--- config.mk ---
export PLATFORM = sky130hd
export DESIGN_NAME = stmon_top
export DESIGN_NICKNAME = d
export VERILOG_FILES = /design/src/inc/stmon_pkg.sv /design/src/core/stmon_channel.sv /design/src/core/stmon_top.sv
export SDC_FILE = /design/constraint.sdc
export NUM_CORES = 1
export LEC_CHECK = 0
export ABC_AREA = 0
export ABC_CLOCK_PERIOD_IN_PS = 3800
export BUFFER_PORTS_ARGS = -buffer_cell sky130_fd_sc_hd__buf_2
export CORE_MARGIN = 8
export CORE_UTILIZATION = 50
export DETAILED_ROUTE_END_ITERATION = 16
export GPL_ROUTABILITY_DRIVEN = 0
export GPL_TIMING_DRIVEN = 0
export PLACE_DENSITY_LB_ADDON = 0.1
export SYNTH_ARGS = -nofsm -noshare
export SYNTH_HDL_FRONTEND = slang
export SYNTH_SLANG_ARGS = --single-unit
export TNS_END_PERCENT = 100
--- constraint.sdc ---
create_clock -name clock -period 3.8 [get_ports clock]
set_input_delay 0.76 -clock clock [delete_from_list [all_inputs] [get_ports clock]]
set_output_delay 0.76 -clock clock [all_outputs]
set_load 0.02 [all_outputs]
--- src/inc/stmon_pkg.sv ---
// stmon_pkg: constants shared by the slot temperature monitor.
// assumes a 20 MHz clock and readings in signed tenths of a degree C.
package stmon_pkg;
	localparam int unsigned CLOCK_HZ      = 20_000_000;
	localparam int unsigned TICK_HZ       = 1_000;
	localparam int unsigned TICK_CYCLES   = CLOCK_HZ / TICK_HZ;
	localparam int unsigned ERR_HOLD_MIN  = 5;
	localparam int unsigned ERR_HOLD_MS   = ERR_HOLD_MIN * 60 * TICK_HZ;
	localparam int unsigned TICK_W        = 16;
	localparam int unsigned HOLD_W        = 20;
	localparam int unsigned NSENS         = 6;
	localparam int unsigned TEMP_W        = 16;
	localparam int unsigned ADDR_W        = 8;

	localparam logic signed [15:0] SETPOINT_MIN = -16'sd1000;
	localparam logic signed [15:0] SETPOINT_MAX = 16'sd2500;
	localparam logic signed [15:0] SETPOINT_RST = 16'sd0;
	localparam logic signed [15:0] ERR_LOW_LIM  = -16'sd200;
	localparam logic signed [15:0] ERR_CLR_LIM  = -16'sd150;

	typedef enum logic [1:0] {KIND_PLATINUM_100_OHM, KIND_PLATINUM_1000_OHM,
		KIND_SINGLE_PTC, KIND_TRIPLE_PTC} stmon_kind_e;
	localparam logic [1:0] OVH_FAULT    = 2'h0;
	localparam logic [1:0] OVH_ALARM    = 2'h1;
	localparam logic [1:0] OVH_BOTH     = 2'h2;
	localparam logic [1:0] OVH_INACTIVE = 2'h3;
	localparam logic [1:0] MERR_FAULT   = 2'h0;
	localparam logic [1:0] MERR_ALARM   = 2'h1;
	localparam logic [1:0] MERR_OFF     = 2'h2;

	localparam logic [7:0] OFF_KIND     = 8'h00;
	localparam logic [7:0] OFF_OVH_CFG  = 8'h04;
	localparam logic [7:0] OFF_MERR_CFG = 8'h08;
	localparam logic [7:0] OFF_SP0      = 8'h0c;
	localparam logic [7:0] OFF_STATUS   = 8'h24;
	localparam logic [7:0] OFF_IRQ_STAT = 8'h28;
	localparam logic [7:0] OFF_IRQ_CLR  = 8'h2c;
	localparam logic [7:0] OFF_IRQ_EN   = 8'h30;
	localparam logic [7:0] OFF_CONTROL  = 8'h34;
	localparam int unsigned CTRL_RESET_BIT = 0;
	localparam int unsigned EVT_W   = 4 * NSENS;
	localparam logic [1:0] KIND_RST = 2'h0;
	localparam logic [11:0] CFG_RST = 12'h000;

	localparam logic [1:0] RESP_OKAY   = 2'h0;
	localparam logic [1:0] RESP_SLVERR = 2'h2;
	localparam logic [1:0] RESP_DECERR = 2'h3;
endpackage

--- src/core/stmon_channel.sv ---
// stmon_channel: overtemperature and measurement-error logic of one sensor.
// assumes readings and config come from logic on the same clock.
`timescale 1ns/10ps
module stmon_channel #(
	parameter int unsigned HOLD_TICKS = stmon_pkg::ERR_HOLD_MS
) (
	input  wire logic               clock,     // 20 MHz clock
	input  wire logic               nrst,      // synchronous reset, active low
	input  wire logic               msTick,    // one-cycle millisecond enable
	input  wire logic               resetReq,  // software fault reset pulse
	input  wire logic signed [15:0] temp,      // reading, tenths of a degree
	input  wire logic signed [15:0] setpoint,  // overtemperature threshold
	input  wire logic [1:0]         ovhAct,    // overtemperature action
	input  wire logic [1:0]         merrAct,   // measurement-error action
	output logic                    ovhFault,  // latched overtemperature fault
	output logic                    ovhAlarm,  // overtemperature alarm
	output logic                    merrFault, // measurement-error fault
	output logic                    merrAlarm  // measurement-error alarm
);
	logic [stmon_pkg::HOLD_W-1:0] lowCnt_q;
	logic ovhFault_q, ovhAlarm_q, merrLatch_q, merrFault_q, merrAlarm_q;
	wire overNow   = temp > setpoint;
	wire wantFault = (ovhAct == stmon_pkg::OVH_FAULT) || (ovhAct == stmon_pkg::OVH_BOTH);
	wire wantAlarm = (ovhAct == stmon_pkg::OVH_ALARM) || (ovhAct == stmon_pkg::OVH_BOTH);
	wire isLow     = temp <= stmon_pkg::ERR_LOW_LIM;
	wire expired   = lowCnt_q == stmon_pkg::HOLD_W'(HOLD_TICKS);
	wire clrOk     = temp > stmon_pkg::ERR_CLR_LIM;
	// detection sets win over a reset request in the same cycle
	wire ovhFault_d  = (overNow && wantFault) || (ovhFault_q && !(resetReq && !overNow));
	wire merrLatch_d = expired || (merrLatch_q && !(resetReq && clrOk));

	always_ff @(posedge clock) begin
		if (!nrst) begin
			lowCnt_q    <= '0;
			ovhFault_q  <= 1'b0;
			ovhAlarm_q  <= 1'b0;
			merrLatch_q <= 1'b0;
			merrFault_q <= 1'b0;
			merrAlarm_q <= 1'b0;
		end else begin
			if (!isLow)
				lowCnt_q <= '0;
			else if (msTick && !expired)
				lowCnt_q <= lowCnt_q + 1'b1;
			ovhFault_q  <= ovhFault_d;
			ovhAlarm_q  <= overNow && wantAlarm;
			merrLatch_q <= merrLatch_d;
			merrFault_q <= merrLatch_d && (merrAct == stmon_pkg::MERR_FAULT);
			merrAlarm_q <= merrLatch_d && (merrAct == stmon_pkg::MERR_ALARM);
		end
	end
	assign ovhFault  = ovhFault_q;
	assign ovhAlarm  = ovhAlarm_q;
	assign merrFault = merrFault_q;
	assign merrAlarm = merrAlarm_q;

	property p_ovh_fault_set;
		@(posedge clock) disable iff (!nrst) overNow && wantFault |=> ovhFault_q;
	endproperty
	a_ovh_fault_set: assert property (p_ovh_fault_set) else $error("overtemp fault not raised");
	property p_ovh_inactive;
		@(posedge clock) disable iff (!nrst) $past(ovhAct) == stmon_pkg::OVH_INACTIVE |-> !ovhAlarm_q;
	endproperty
	a_ovh_inactive: assert property (p_ovh_inactive) else $error("alarm while inactive");
	property p_merr_time;
		@(posedge clock) disable iff (!nrst) $rose(merrLatch_q) |-> $past(lowCnt_q) == HOLD_TICKS;
	endproperty
	a_merr_time: assert property (p_merr_time) else $error("measurement error too early");
	property p_merr_hold;
		@(posedge clock) disable iff (!nrst) merrLatch_q && !clrOk |=> merrLatch_q;
	endproperty
	a_merr_hold: assert property (p_merr_hold) else $error("error cleared while cold");
	property p_merr_off;
		@(posedge clock) disable iff (!nrst)
			$past(merrAct) == stmon_pkg::MERR_OFF |-> !merrFault_q && !merrAlarm_q;
	endproperty
	a_merr_off: assert property (p_merr_off) else $error("disabled error reported");
endmodule

--- src/core/stmon_top.sv ---
// stmon_top: slot temperature monitor with an AXI4-Lite register slave.
// assumes readings arrive from a converter on the same clock.
//
// Contract
// - kinds 0..3: platinum 100, 1000, PTC, triple PTC
// - one kind selection covers all sensors
// - overtemp action of sensor n at bits 2n-2..2n-1
// - actions: fault, alarm, both, neither
// - per-sensor setpoint, -100.0 to 250.0 degrees
// - cable break or short is measurement error
// - error action: fault, alarm, disabled, per sensor
// - error after five minutes at or below -20
// - error reset refused until above -15
//
// Implementation choices: the AXI4-Lite register port and the register offsets.
`timescale 1ns/10ps
module stmon_top #(
	parameter int unsigned TICK_CYCLES = stmon_pkg::TICK_CYCLES,
	parameter int unsigned HOLD_TICKS  = stmon_pkg::ERR_HOLD_MS
) (
	input  wire logic        clock,        // 20 MHz clock
	input  wire logic        nrst,         // synchronous reset, active low
	input  wire logic [95:0] tempReadings, // six signed readings, sensor 1 low
	input  wire logic        motorRunning, // config writes refused while high
	output logic [1:0]       sensorKind,   // kind sent to the front end
	output logic             ptcMode,      // front end reads PTC sensors
	output logic             faultOut,     // any fault active
	output logic             alarmOut,     // any alarm active
	output logic             irq,          // level interrupt
	input  wire logic [7:0]  awaddr,       // write address
	input  wire logic        awvalid,      // write address valid
	output logic             awready,      // write address ready
	input  wire logic [31:0] wdata,        // write data
	input  wire logic [3:0]  wstrb,        // write byte lanes
	input  wire logic        wvalid,       // write data valid
	output logic             wready,       // write data ready
	output logic [1:0]       bresp,        // write response
	output logic             bvalid,       // write response valid
	input  wire logic        bready,       // write response ready
	input  wire logic [7:0]  araddr,       // read address
	input  wire logic        arvalid,      // read address valid
	output logic             arready,      // read address ready
	output logic [31:0]      rdata,        // read data
	output logic [1:0]       rresp,        // read response
	output logic             rvalid,       // read data valid
	input  wire logic        rready        // read data ready
);
	localparam int unsigned N = stmon_pkg::NSENS;

	function automatic logic [31:0] byteMerge(input logic [31:0] old, input logic [31:0] nw,
		input logic [3:0] strb);
		logic [31:0] r;
		r = old;
		for (int b = 0; b < 4; b++)
			if (strb[b])
				r[8*b +: 8] = nw[8*b +: 8];
		return r;
	endfunction

	// out-of-range setpoints saturate rather than fault the bus
	function automatic logic signed [15:0] clampSp(input logic signed [15:0] v);
		if (v < stmon_pkg::SETPOINT_MIN)
			return stmon_pkg::SETPOINT_MIN;
		else if (v > stmon_pkg::SETPOINT_MAX)
			return stmon_pkg::SETPOINT_MAX;
		return v;
	endfunction

	logic [1:0]         kind_q;
	logic [11:0]        ovhCfg_q, merrCfg_q;
	logic signed [15:0] setpoint_q [N];
	logic [stmon_pkg::EVT_W-1:0] irqStat_q, irqEn_q, evtPrev_q;
	logic               resetReq_q;
	logic [stmon_pkg::TICK_W-1:0] tickCnt_q;
	logic               msTick_q;
	logic               awFull_q, wFull_q, bvalid_q, rvalid_q;
	logic [7:0]         awAddr_q;
	logic [31:0]        wData_q, rdata_q;
	logic [3:0]         wStrb_q;
	logic [1:0]         bresp_q, rresp_q;
	logic [N-1:0]       ovhFault, ovhAlarm, merrFault, merrAlarm;

	// millisecond enable for the cold-sensor timers
	always_ff @(posedge clock) begin
		if (!nrst) begin
			tickCnt_q <= '0;
			msTick_q  <= 1'b0;
		end else begin
			msTick_q  <= tickCnt_q == stmon_pkg::TICK_W'(TICK_CYCLES - 1);
			tickCnt_q <= (tickCnt_q == stmon_pkg::TICK_W'(TICK_CYCLES - 1)) ? '0 : tickCnt_q + 1'b1;
		end
	end

	for (genvar i = 0; i < N; i++) begin : g_ch
		stmon_channel #(.HOLD_TICKS(HOLD_TICKS)) u_ch (
			.clock     (clock),
			.nrst      (nrst),
			.msTick    (msTick_q),
			.resetReq  (resetReq_q),
			.temp      (tempReadings[stmon_pkg::TEMP_W*i +: stmon_pkg::TEMP_W]),
			.setpoint  (setpoint_q[i]),
			.ovhAct    (ovhCfg_q[2*i +: 2]),
			.merrAct   (merrCfg_q[2*i +: 2]),
			.ovhFault  (ovhFault[i]),
			.ovhAlarm  (ovhAlarm[i]),
			.merrFault (merrFault[i]),
			.merrAlarm (merrAlarm[i])
		);
	end

	// a single kind register drives the whole accessory
	assign sensorKind = kind_q;
	assign ptcMode    = (kind_q == stmon_pkg::KIND_SINGLE_PTC) || (kind_q == stmon_pkg::KIND_TRIPLE_PTC);
	assign faultOut   = |{ovhFault, merrFault};
	assign alarmOut   = |{ovhAlarm, merrAlarm};

	wire [stmon_pkg::EVT_W-1:0] evtNow  = {merrAlarm, merrFault, ovhAlarm, ovhFault};
	wire [stmon_pkg::EVT_W-1:0] evtRise = evtNow & ~evtPrev_q;
	assign irq = |(irqStat_q & irqEn_q);

	// write path: address and data are held apart until both have arrived
	assign awready = !awFull_q;
	assign wready  = !wFull_q;
	assign bvalid  = bvalid_q;
	assign bresp   = bresp_q;
	wire       doWrite = awFull_q && wFull_q && !bvalid_q;
	wire [7:0] wrAddr  = {awAddr_q[7:2], 2'b00};
	wire       wrKind  = wrAddr == stmon_pkg::OFF_KIND;
	wire       wrOvh   = wrAddr == stmon_pkg::OFF_OVH_CFG;
	wire       wrMerr  = wrAddr == stmon_pkg::OFF_MERR_CFG;
	wire [7:0] wrSpOff = wrAddr - stmon_pkg::OFF_SP0;
	wire       wrSp    = (wrAddr >= stmon_pkg::OFF_SP0) && (wrAddr < stmon_pkg::OFF_STATUS);
	wire [2:0] wrSpIdx = wrSpOff[4:2];
	wire       wrClr   = wrAddr == stmon_pkg::OFF_IRQ_CLR;
	wire       wrEn    = wrAddr == stmon_pkg::OFF_IRQ_EN;
	wire       wrCtrl  = wrAddr == stmon_pkg::OFF_CONTROL;
	wire       wrCfg   = wrKind || wrOvh || wrMerr || wrSp;
	wire       wrHit   = wrCfg || wrClr || wrEn || wrCtrl || wrAddr == stmon_pkg::OFF_STATUS
		|| wrAddr == stmon_pkg::OFF_IRQ_STAT;
	// configuration only changes with the motor stopped
	wire       cfgOk   = doWrite && wrCfg && !motorRunning;
	wire [31:0] wrMerged [4];
	assign wrMerged[0] = byteMerge({30'h0, kind_q}, wData_q, wStrb_q);
	assign wrMerged[1] = byteMerge({20'h0, ovhCfg_q}, wData_q, wStrb_q);
	assign wrMerged[2] = byteMerge({20'h0, merrCfg_q}, wData_q, wStrb_q);
	assign wrMerged[3] = byteMerge({{16{setpoint_q[wrSpIdx][15]}}, setpoint_q[wrSpIdx]}, wData_q, wStrb_q);
	wire [31:0] enMerged = byteMerge({8'h0, irqEn_q}, wData_q, wStrb_q);
	wire [stmon_pkg::EVT_W-1:0] clrMask = (doWrite && wrClr) ? wData_q[stmon_pkg::EVT_W-1:0] : '0;
	wire [1:0] wrResp  = !wrHit ? stmon_pkg::RESP_DECERR
		: (wrCfg && motorRunning) ? stmon_pkg::RESP_SLVERR : stmon_pkg::RESP_OKAY;

	always_ff @(posedge clock) begin
		if (!nrst) begin
			awFull_q <= 1'b0;
			wFull_q  <= 1'b0;
			bvalid_q <= 1'b0;
			bresp_q  <= stmon_pkg::RESP_OKAY;
			awAddr_q <= '0;
			wData_q  <= '0;
			wStrb_q  <= '0;
		end else begin
			if (awvalid && !awFull_q) begin
				awFull_q <= 1'b1;
				awAddr_q <= awaddr;
			end
			if (wvalid && !wFull_q) begin
				wFull_q <= 1'b1;
				wData_q <= wdata;
				wStrb_q <= wstrb;
			end
			if (doWrite) begin
				awFull_q <= 1'b0;
				wFull_q  <= 1'b0;
				bvalid_q <= 1'b1;
				bresp_q  <= wrResp;
			end else if (bvalid_q && bready) begin
				bvalid_q <= 1'b0;
			end
		end
	end

	always_ff @(posedge clock) begin
		if (!nrst) begin
			kind_q     <= stmon_pkg::KIND_RST;
			ovhCfg_q   <= stmon_pkg::CFG_RST;
			merrCfg_q  <= stmon_pkg::CFG_RST;
			irqEn_q    <= '0;
			resetReq_q <= 1'b0;
			for (int i = 0; i < N; i++)
				setpoint_q[i] <= stmon_pkg::SETPOINT_RST;
		end else begin
			if (cfgOk && wrKind)
				kind_q <= wrMerged[0][1:0];
			if (cfgOk && wrOvh)
				ovhCfg_q <= wrMerged[1][11:0];
			if (cfgOk && wrMerr)
				merrCfg_q <= wrMerged[2][11:0];
			if (cfgOk && wrSp)
				setpoint_q[wrSpIdx] <= clampSp(wrMerged[3][15:0]);
			if (doWrite && wrEn)
				irqEn_q <= enMerged[stmon_pkg::EVT_W-1:0];
			resetReq_q <= doWrite && wrCtrl && wStrb_q[0] && wData_q[stmon_pkg::CTRL_RESET_BIT];
		end
	end

	// a new event wins over a clear in the same cycle
	always_ff @(posedge clock) begin
		if (!nrst) begin
			irqStat_q <= '0;
			evtPrev_q <= '0;
		end else begin
			evtPrev_q <= evtNow;
			irqStat_q <= evtRise | (irqStat_q & ~clrMask);
		end
	end

	// read path
	assign arready = !rvalid_q;
	assign rvalid  = rvalid_q;
	assign rdata   = rdata_q;
	assign rresp   = rresp_q;
	wire [7:0] rdAddr  = {araddr[7:2], 2'b00};
	wire [7:0] rdSpOff = rdAddr - stmon_pkg::OFF_SP0;
	wire       rdSp    = (rdAddr >= stmon_pkg::OFF_SP0) && (rdAddr < stmon_pkg::OFF_STATUS);
	wire [2:0] rdSpIdx = rdSpOff[4:2];
	wire       rdZero  = (rdAddr == stmon_pkg::OFF_IRQ_CLR) || (rdAddr == stmon_pkg::OFF_CONTROL);
	wire [31:0] rdMux =
		(rdAddr == stmon_pkg::OFF_KIND)     ? {30'h0, kind_q} :
		(rdAddr == stmon_pkg::OFF_OVH_CFG)  ? {20'h0, ovhCfg_q} :
		(rdAddr == stmon_pkg::OFF_MERR_CFG) ? {20'h0, merrCfg_q} :
		rdSp                                ? {{16{setpoint_q[rdSpIdx][15]}}, setpoint_q[rdSpIdx]} :
		(rdAddr == stmon_pkg::OFF_STATUS)   ? {8'h0, evtNow} :
		(rdAddr == stmon_pkg::OFF_IRQ_STAT) ? {8'h0, irqStat_q} :
		(rdAddr == stmon_pkg::OFF_IRQ_EN)   ? {8'h0, irqEn_q} : 32'h0;
	wire rdHit = rdSp || rdZero || rdAddr <= stmon_pkg::OFF_MERR_CFG || rdAddr == stmon_pkg::OFF_STATUS
		|| rdAddr == stmon_pkg::OFF_IRQ_STAT || rdAddr == stmon_pkg::OFF_IRQ_EN;

	always_ff @(posedge clock) begin
		if (!nrst) begin
			rvalid_q <= 1'b0;
			rdata_q  <= '0;
			rresp_q  <= stmon_pkg::RESP_OKAY;
		end else if (arvalid && !rvalid_q) begin
			rvalid_q <= 1'b1;
			rdata_q  <= rdMux;
			rresp_q  <= rdHit ? stmon_pkg::RESP_OKAY : stmon_pkg::RESP_DECERR;
		end else if (rvalid_q && rready) begin
			rvalid_q <= 1'b0;
		end
	end

	property p_kind_ptc;
		@(posedge clock) disable iff (!nrst)
			ptcMode == sensorKind[1];
	endproperty
	a_kind_ptc: assert property (p_kind_ptc) else $error("kind decode wrong");
	property p_kind_locked;
		@(posedge clock) disable iff (!nrst) motorRunning |=> $stable(kind_q) && $stable(ovhCfg_q);
	endproperty
	a_kind_locked: assert property (p_kind_locked) else $error("config changed while running");
	property p_sp_range;
		@(posedge clock) disable iff (!nrst)
			setpoint_q[1] >= stmon_pkg::SETPOINT_MIN && setpoint_q[1] <= stmon_pkg::SETPOINT_MAX;
	endproperty
	a_sp_range: assert property (p_sp_range) else $error("setpoint out of range");
	property p_field_s2;
		@(posedge clock) disable iff (!nrst)
			ovhCfg_q[3:2] == stmon_pkg::OVH_FAULT && $signed(tempReadings[31:16]) > setpoint_q[1] |=> ovhFault[1];
	endproperty
	a_field_s2: assert property (p_field_s2) else $error("sensor 2 field misplaced");
	// register writes land as sent, clamped only at the range ends
	property p_kind_write;
		@(posedge clock) disable iff (!nrst)
			cfgOk && wrKind && wStrb_q[0] |=> kind_q == $past(wData_q[1:0]);
	endproperty
	a_kind_write: assert property (p_kind_write) else $error("kind write lost");
	property p_ovh_write;
		@(posedge clock) disable iff (!nrst)
			cfgOk && wrOvh && (&wStrb_q[1:0]) |=> ovhCfg_q == $past(wData_q[11:0]);
	endproperty
	a_ovh_write: assert property (p_ovh_write) else $error("overtemp action write lost");
	property p_merr_write;
		@(posedge clock) disable iff (!nrst)
			cfgOk && wrMerr && (&wStrb_q[1:0]) |=> merrCfg_q == $past(wData_q[11:0]);
	endproperty
	a_merr_write: assert property (p_merr_write) else $error("error action write lost");
	property p_sp_clamp_hi;
		@(posedge clock) disable iff (!nrst)
			cfgOk && wrSp && wrSpIdx == 3'h0 && (&wStrb_q[1:0]) && $signed(wData_q[15:0]) > stmon_pkg::SETPOINT_MAX
			|=> setpoint_q[0] == stmon_pkg::SETPOINT_MAX;
	endproperty
	a_sp_clamp_hi: assert property (p_sp_clamp_hi) else $error("setpoint not clamped high");
	property p_sp_clamp_lo;
		@(posedge clock) disable iff (!nrst)
			cfgOk && wrSp && wrSpIdx == 3'h1 && (&wStrb_q[1:0]) && $signed(wData_q[15:0]) < stmon_pkg::SETPOINT_MIN
			|=> setpoint_q[1] == stmon_pkg::SETPOINT_MIN;
	endproperty
	a_sp_clamp_lo: assert property (p_sp_clamp_lo) else $error("setpoint not clamped low");
	property p_cfg_locked;
		@(posedge clock) disable iff (!nrst)
			motorRunning |=> $stable(merrCfg_q) && $stable(setpoint_q[0]) && $stable(setpoint_q[5]);
	endproperty
	a_cfg_locked: assert property (p_cfg_locked) else $error("setpoint changed while running");
	property p_reset_pulse;
		@(posedge clock) disable iff (!nrst) resetReq_q |-> $past(doWrite && wrCtrl);
	endproperty
	a_reset_pulse: assert property (p_reset_pulse) else $error("stray fault reset pulse");
	property p_both_s3;
		@(posedge clock) disable iff (!nrst)
			ovhCfg_q[5:4] == stmon_pkg::OVH_BOTH && $signed(tempReadings[47:32]) > setpoint_q[2]
			|=> ovhAlarm[2] && ovhFault[2];
	endproperty
	a_both_s3: assert property (p_both_s3) else $error("sensor 3 both action missing");
endmodule

Yosys cells after proc, flatten, opt, wreduce, memory -nomap -nowiden
Memories as Yosys holds them, arrays and structs flattened. Index checks and enable logic that the tools add are counted.

Input bits: 156. Memory bits (writable): 96. Memories: 1. Output and inout port bits: 47. Register bits: 341. Word-level logic and storage cells: 354.

Memories: setpoint_q (words 6, width 16, rd ports 8, clocked after memory_dff 0, write ports 6, RTL line stmon_top.sv:71) `logic signed [15:0] setpoint_q [N];`.

Add/sub/neg operators: 9. Equal/unequal tests: 41. Bitwise gates (word level): 7. Reductions and logical operators: 179. $lt $le $gt $ge: 25. Muxes and demuxes: 33.

Operator list (count): $mux 32 (4); $add 20x1->20 const B (6); $eq 20x19->1 const B (6); $gt 16x16->1 (6); $gt 16x9->1 const B (6); $le 16x9->1 const B (6); $mux 16 (6); $mux 24 (4); $logic_and 1x1->1 (75); $and 24x24->24 (3); $eq 6x4->1 const B (10); $not 24->24 (2); $logic_or 1x1->1 (39); $logic_not 1->1 (29); $reduce_and 2->1 (14); $eq 2x1->1 const B (12); $logic_not 2->1 (12); $or 24x24->24 (1); $reduce_or 12->1 (2); $reduce_or 24->1 (1); $add 16x1->16 const B (1); $eq 16x15->1 const B (1); $eq 2x2->1 const B (8); $ge 8x4->1 const B (2); 16 further kinds (38).

Longest topological paths before layout
Word-level depth: 13. Mapped depth: 14. Gate-level depth less buffers: 10.

By module
A second synthesis with hierarchy kept.

Cell total of the unflattened synthesis: 2663. Area, all modules: 25146.6 sq um.

Modules (own cells, without submodules): stmon_top (area each 14704.1 sq um, instances 1, cells an instance 1415, sequential area each 7467.2 sq um); stmon_channel (area each 1740.4 sq um, instances 6, cells an instance 208, sequential area each 500.5 sq um).

Worst setup path before layout
Ideal clock, no wire load.

Path type: input-to-reg. From: in araddr[2]. To: reg rdata_q[1] (netlist: rdata[1]). Data required time: 3.730 ns. Path buffers: 4. Data arrival time: 3.712 ns. Library setup time: 0.070 ns. Setup slack: 0.018 ns. Stages: 12. Cells stage by stage: buf_2 > clkinv_1 > ha_1 > clkbuf_1 > clkbuf_1 > clkbuf_1 > mux4_2 > o211ai_1 > o21ai_0 > o21ai_0 > nand2_1 > a21oi_1.

Word-level cells in the longest chain between the ends: 8. Elaborated cells between the ends (all ways): 18. Classes of those cells: 1 x add/sub; 2 x order compare; 5 x eq/ne; 7 x mux; 2 x reduce/logical; 1 x memory.

Ends and longest elaborated chain: start: declaration (RTL line stmon_top.sv:40) `input wire logic [7:0] araddr,`; parallel branches: the longest is 7 deep, another holds $mem_v2 6x16; $mux 32 (*) (RTL line stmon_top.sv:228) `(rdAddr == stmon_pkg::OFF_KIND) ? {30'h0, kind_q} :`; end signal: assignment (RTL line stmon_top.sv:245) `rdata_q <= rdMux;`; end: declaration (RTL line stmon_top.sv:78) `logic [31:0] wData_q, rdata_q;`.

Every way passes the cells marked *. A chain may end at the register's enable or synchronous reset.

==> key figures <==
Route
  – DRT antenna net count: 0
  – Wirelength, routed: 79700 microns
  – Initial DRC Count: ~2100
  – DR vias: 20900
  – Drt pass-1 iters: 8
  – Post-route DRC violation count: 0
  – Avg WL per Cell: about 23 microns
  – Vias/cell: 5.95

Setup path
  – Worst-path fanout max: 10
  – CP arrival: 4080 ps
  – Worst R2R Start: awAddr_q[2]$_SDFFE_PN0P_
  – Reg2reg end: setpoint_q[5][4]$_DFFE_PP_
  – Setup slack, reg-to-reg: ~23 ps
  – Required @ worst endpoint: around 4000 ps
  – Crit Path Class: reg2reg
  – Critical Path Sink Type: flop
  – Worst r2r path cells: 11
  – CP startpoint kind: flop

Job
  – # Max-Cap Violations: 0

GRT
  – Number of global-route vias before repair: approximately 20000
  – Global-route wire length before repair: 120000 microns
  – Antenna violations before repair: 5
  – Remaining Overflow, GRT: 0
  – Total Routing Usage GR: 27.8%
  – Largest net degree at the start of global routing: 17

Finish
  – Area Growth Syn to Fin: 15.9%
  – Layout cells sized above 1: 14.3%
  – Final net count: 3138
  – Fin area: 27700 sq um
  – Fillers: 4237
  – Post-Layout Cell Count: around 3500

Clocking
  – Worst skew pair latency: 610 ps
  – Clock sink count: 459
  – H-Tree Level Count: 2
  – Hold_buf cts: 0
  – TritonCTS clock tree: yes
  – Clock tree buffer depth: 3
  – Worst-path clk slew: about 60 ps
  – CTS Root Cell: clkbuf_16
  – Clock buffer count from CTS: a little over 50

Timing
  – Min cycle time layout: 3780 ps
  – Worst Max-Slew Pin Slew: 1260 ps
  – RSZ-0062 raised after global routing: true
  – Final Max Slew Viols: 0
  – # setup viols final: 0
  – Rel. slew slack: 15.1%
  – Final Skew: 17.7 ps
  – Max Clk Rate: 0.265 GHz
  – Final Cycle Share: between 90% and 100%
  – Final Hold Vio Count: 0

Min path
  – Hold endpoint: rvalid$_SDFFE_PN0P_
  – Hold path start: rready
  – Hold Path Stages: 2
  – Min-Delay Path Class: in2reg

Power and ir drop
  – LEAKAGE: 10.8 nW
  – Power Density: 427 nW/um^2
  – Pwr Total: 11.9 mW
  – Peak VDD IR: about 330 uV

Status
  – Outcome: complete, no violations

Yosys
  – Mapped cell area: 23900 sq um
  – Number of synthesized flops with an enable pin: 128
  – Post-synth cell types: 74
  – Synth area leaders: dfxtp_1 (28%), edfxtp_1 (16%), ha_1 (6.9%), mux4_2 (6.0%), nor2_1 (5.9%)
  – Syn Inst Count: 2597
  – Primary FF master, synth: dfxtp_1
  – Total nets after synthesis: between 2000 and 3000
  – Yosys top cell by area: dfxtp_1
  – Synth async-reset ratio: 0%
  – Syn_area_per_cell: roughly 9.2 sq um
  – Yosys reg bits: about 460
  – Syn. warnings: 0
  – Sequential-to-total area share from yosys stat: 43.8%
  – Top cell type's share of synthesized area: 27.7%

Placed design
  – Placed inst area: between 20000 and 30000 sq um
  – IO Port Bufs: approximately 190
  – Final HPWL DP: 62800 microns
  – Placed cell count: 3406

Floorplan
  – Total I/O pin count: 203
  – Core Region: 47400 sq um
  – Die height: 235 microns
  – DIE AREA: 55100 sq um
  – Die Wd: 235 microns
  – # rows: 80
  – Starting Density: 50.4%
report_power, final:
part           internal, mW  switching, mW
clock network          3.19           2.09
logic                 0.504          0.843
registers              5.11          0.115
cell families after synthesis:
kind of cell / after synthesis / share of synthesized area (%)
buf+inv: 296 / 4.94
flops: 459 / 43.8
xor+xnor: 114 / 4.17
fa+ha+maj: 131 / 6.85
simple gates: 1062 / 20.9
compound gates: 402 / 10.5
mux: 133 / 8.92
flip-flops by register name (all words and copies together) (netlist names), 12 cells and up:
register / count
evtPrev_q: 24
g_ch.u_ch.lowCnt_q: 120
irqEn_q: 24
irqStat_q: 24
merrCfg_q: 12
ovhCfg_q: 12
rdata: 25
setpoint_q: 128
tickCnt_q: 16
wData_q: 24
timing repair:
item                                    CTS  global route
buffers inserted                          6             2
gates resized for setup                  35            13
pin swaps                                 3             4
endpoints found under the setup margin  233           198
cells in the mapped netlist (all sizes together) (14+ instances only):
master	instances
and2	29
clkbuf	95
xor2	77
a21o	25
o21ai	80
mux2i	68
mux4	64
nor4	14
inv	174
a21oi	161
buf	26
a22oi	21
nand3	106
dfxtp	331
nand4	70
nor2	373
ha	131
nor3	58
or3	24
and3	20
nor2b	38
nor4b	14
edfxtp	128
xnor2	37
nor3b	16
nand2	256
o211ai	15
nand2b	15
critical path, stage by stage (launching register included):
cell,delay (ps)
dfxtp_1,390
buf_6,120
inv_2,90
ha_4,340
buf_6,220
buf_4,240
mux4_2,370
a221o_1,400
inv_1,100
nand4_1,230
o32ai_2,790
nor2_1,180
per-layer routing:
layer  global-route usage, %  wire length (microns)  vias up
met1                    34.1                  31400    10000
met3                    5.21                   6470      241
met2                    46.4                  37400      942
li1                        -                      -     9656
met5                       0                     12        -
met4                    14.3                   4460        2
area by class of cell:
| type | instances | area [sq um] | share of cell area [%] |
|---|---|---|---|
| Tap cell | 615 | 769 | 2.78 |
| Clock buffer | 66 | 1420 | 5.14 |
| Antenna cell | 2 | 5.00 | 0.0180 |
| Inverter | 175 | 662 | 2.39 |
| Multi-Input combinational cell | 1842 | 12400 | 44.8 |
| Clock inverter | 29 | 369 | 1.33 |
| Buffer | 120 | 558 | 2.01 |
| Timing Repair Buffer | 202 | 1050 | 3.79 |
| Sequential cell | 459 | 10500 | 37.8 |
worst max path at each step:
stage	start	endpoint	slack, ps	cells after the start
6_report	awAddr_q[2]$_SDFFE_PN0P_	setpoint_q[5][4]$_DFFE_PP_	20	11
2_1_floorplan	araddr[2]	rdata[1]$_SDFFE_PN0P_	20	12
5_1_grt	awAddr_q[2]$_SDFFE_PN0P_	setpoint_q[6][4]$_DFFE_PP_	-70	12
3_3_place_gp	araddr[2]	rdata[1]$_SDFFE_PN0P_	-1810	13
3_5_place_dp	araddr[2]	rdata[1]$_SDFFE_PN0P_	-1940	13
4_1_cts	awAddr_q[2]$_SDFFE_PN0P_	setpoint_q[1][3]$_SDFFCE_PN0P_	1	12
placed cells by master, fill, tap and decap left out, types with 29 or more instances in the layout:
cell / count
nor3_1: 56
a21oi_1: 160
clkbuf_1: 97
mux2i_1: 67
xnor2_1: 37
nand2_1: 253
nand3_1: 104
o21ai_0: 73
dfxtp_1: 331
xor2_1: 77
edfxtp_1: 128
inv_1: 173
mux4_2: 64
and2_1: 29
nor2_1: 368
ha_1: 129
nor2b_1: 36
buf_2: 196
clkbuf_16: 52
nand4_1: 70
stage by stage:
| step | TNS [ps] | setup slack, ps | util [%] | hold slack, ps |
|---|---|---|---|---|
| 3_5_place_dp | -168660 | -1940 | 54.1 | 456 |
| 2_1_floorplan | 0 | 18.5 | - | 430 |
| 4_1_cts | 0 | 1.26 | 58.3 | 328 |
| 3_3_place_gp | -173380 | -1810 | 54.0 | 453 |
| 5_1_grt | -220 | -71.1 | 58.4 | 342 |
| 6_report | 0 | 22.9 | 58.4 | 357 |
Note: power is estimated with default switching activity, not from simulation.
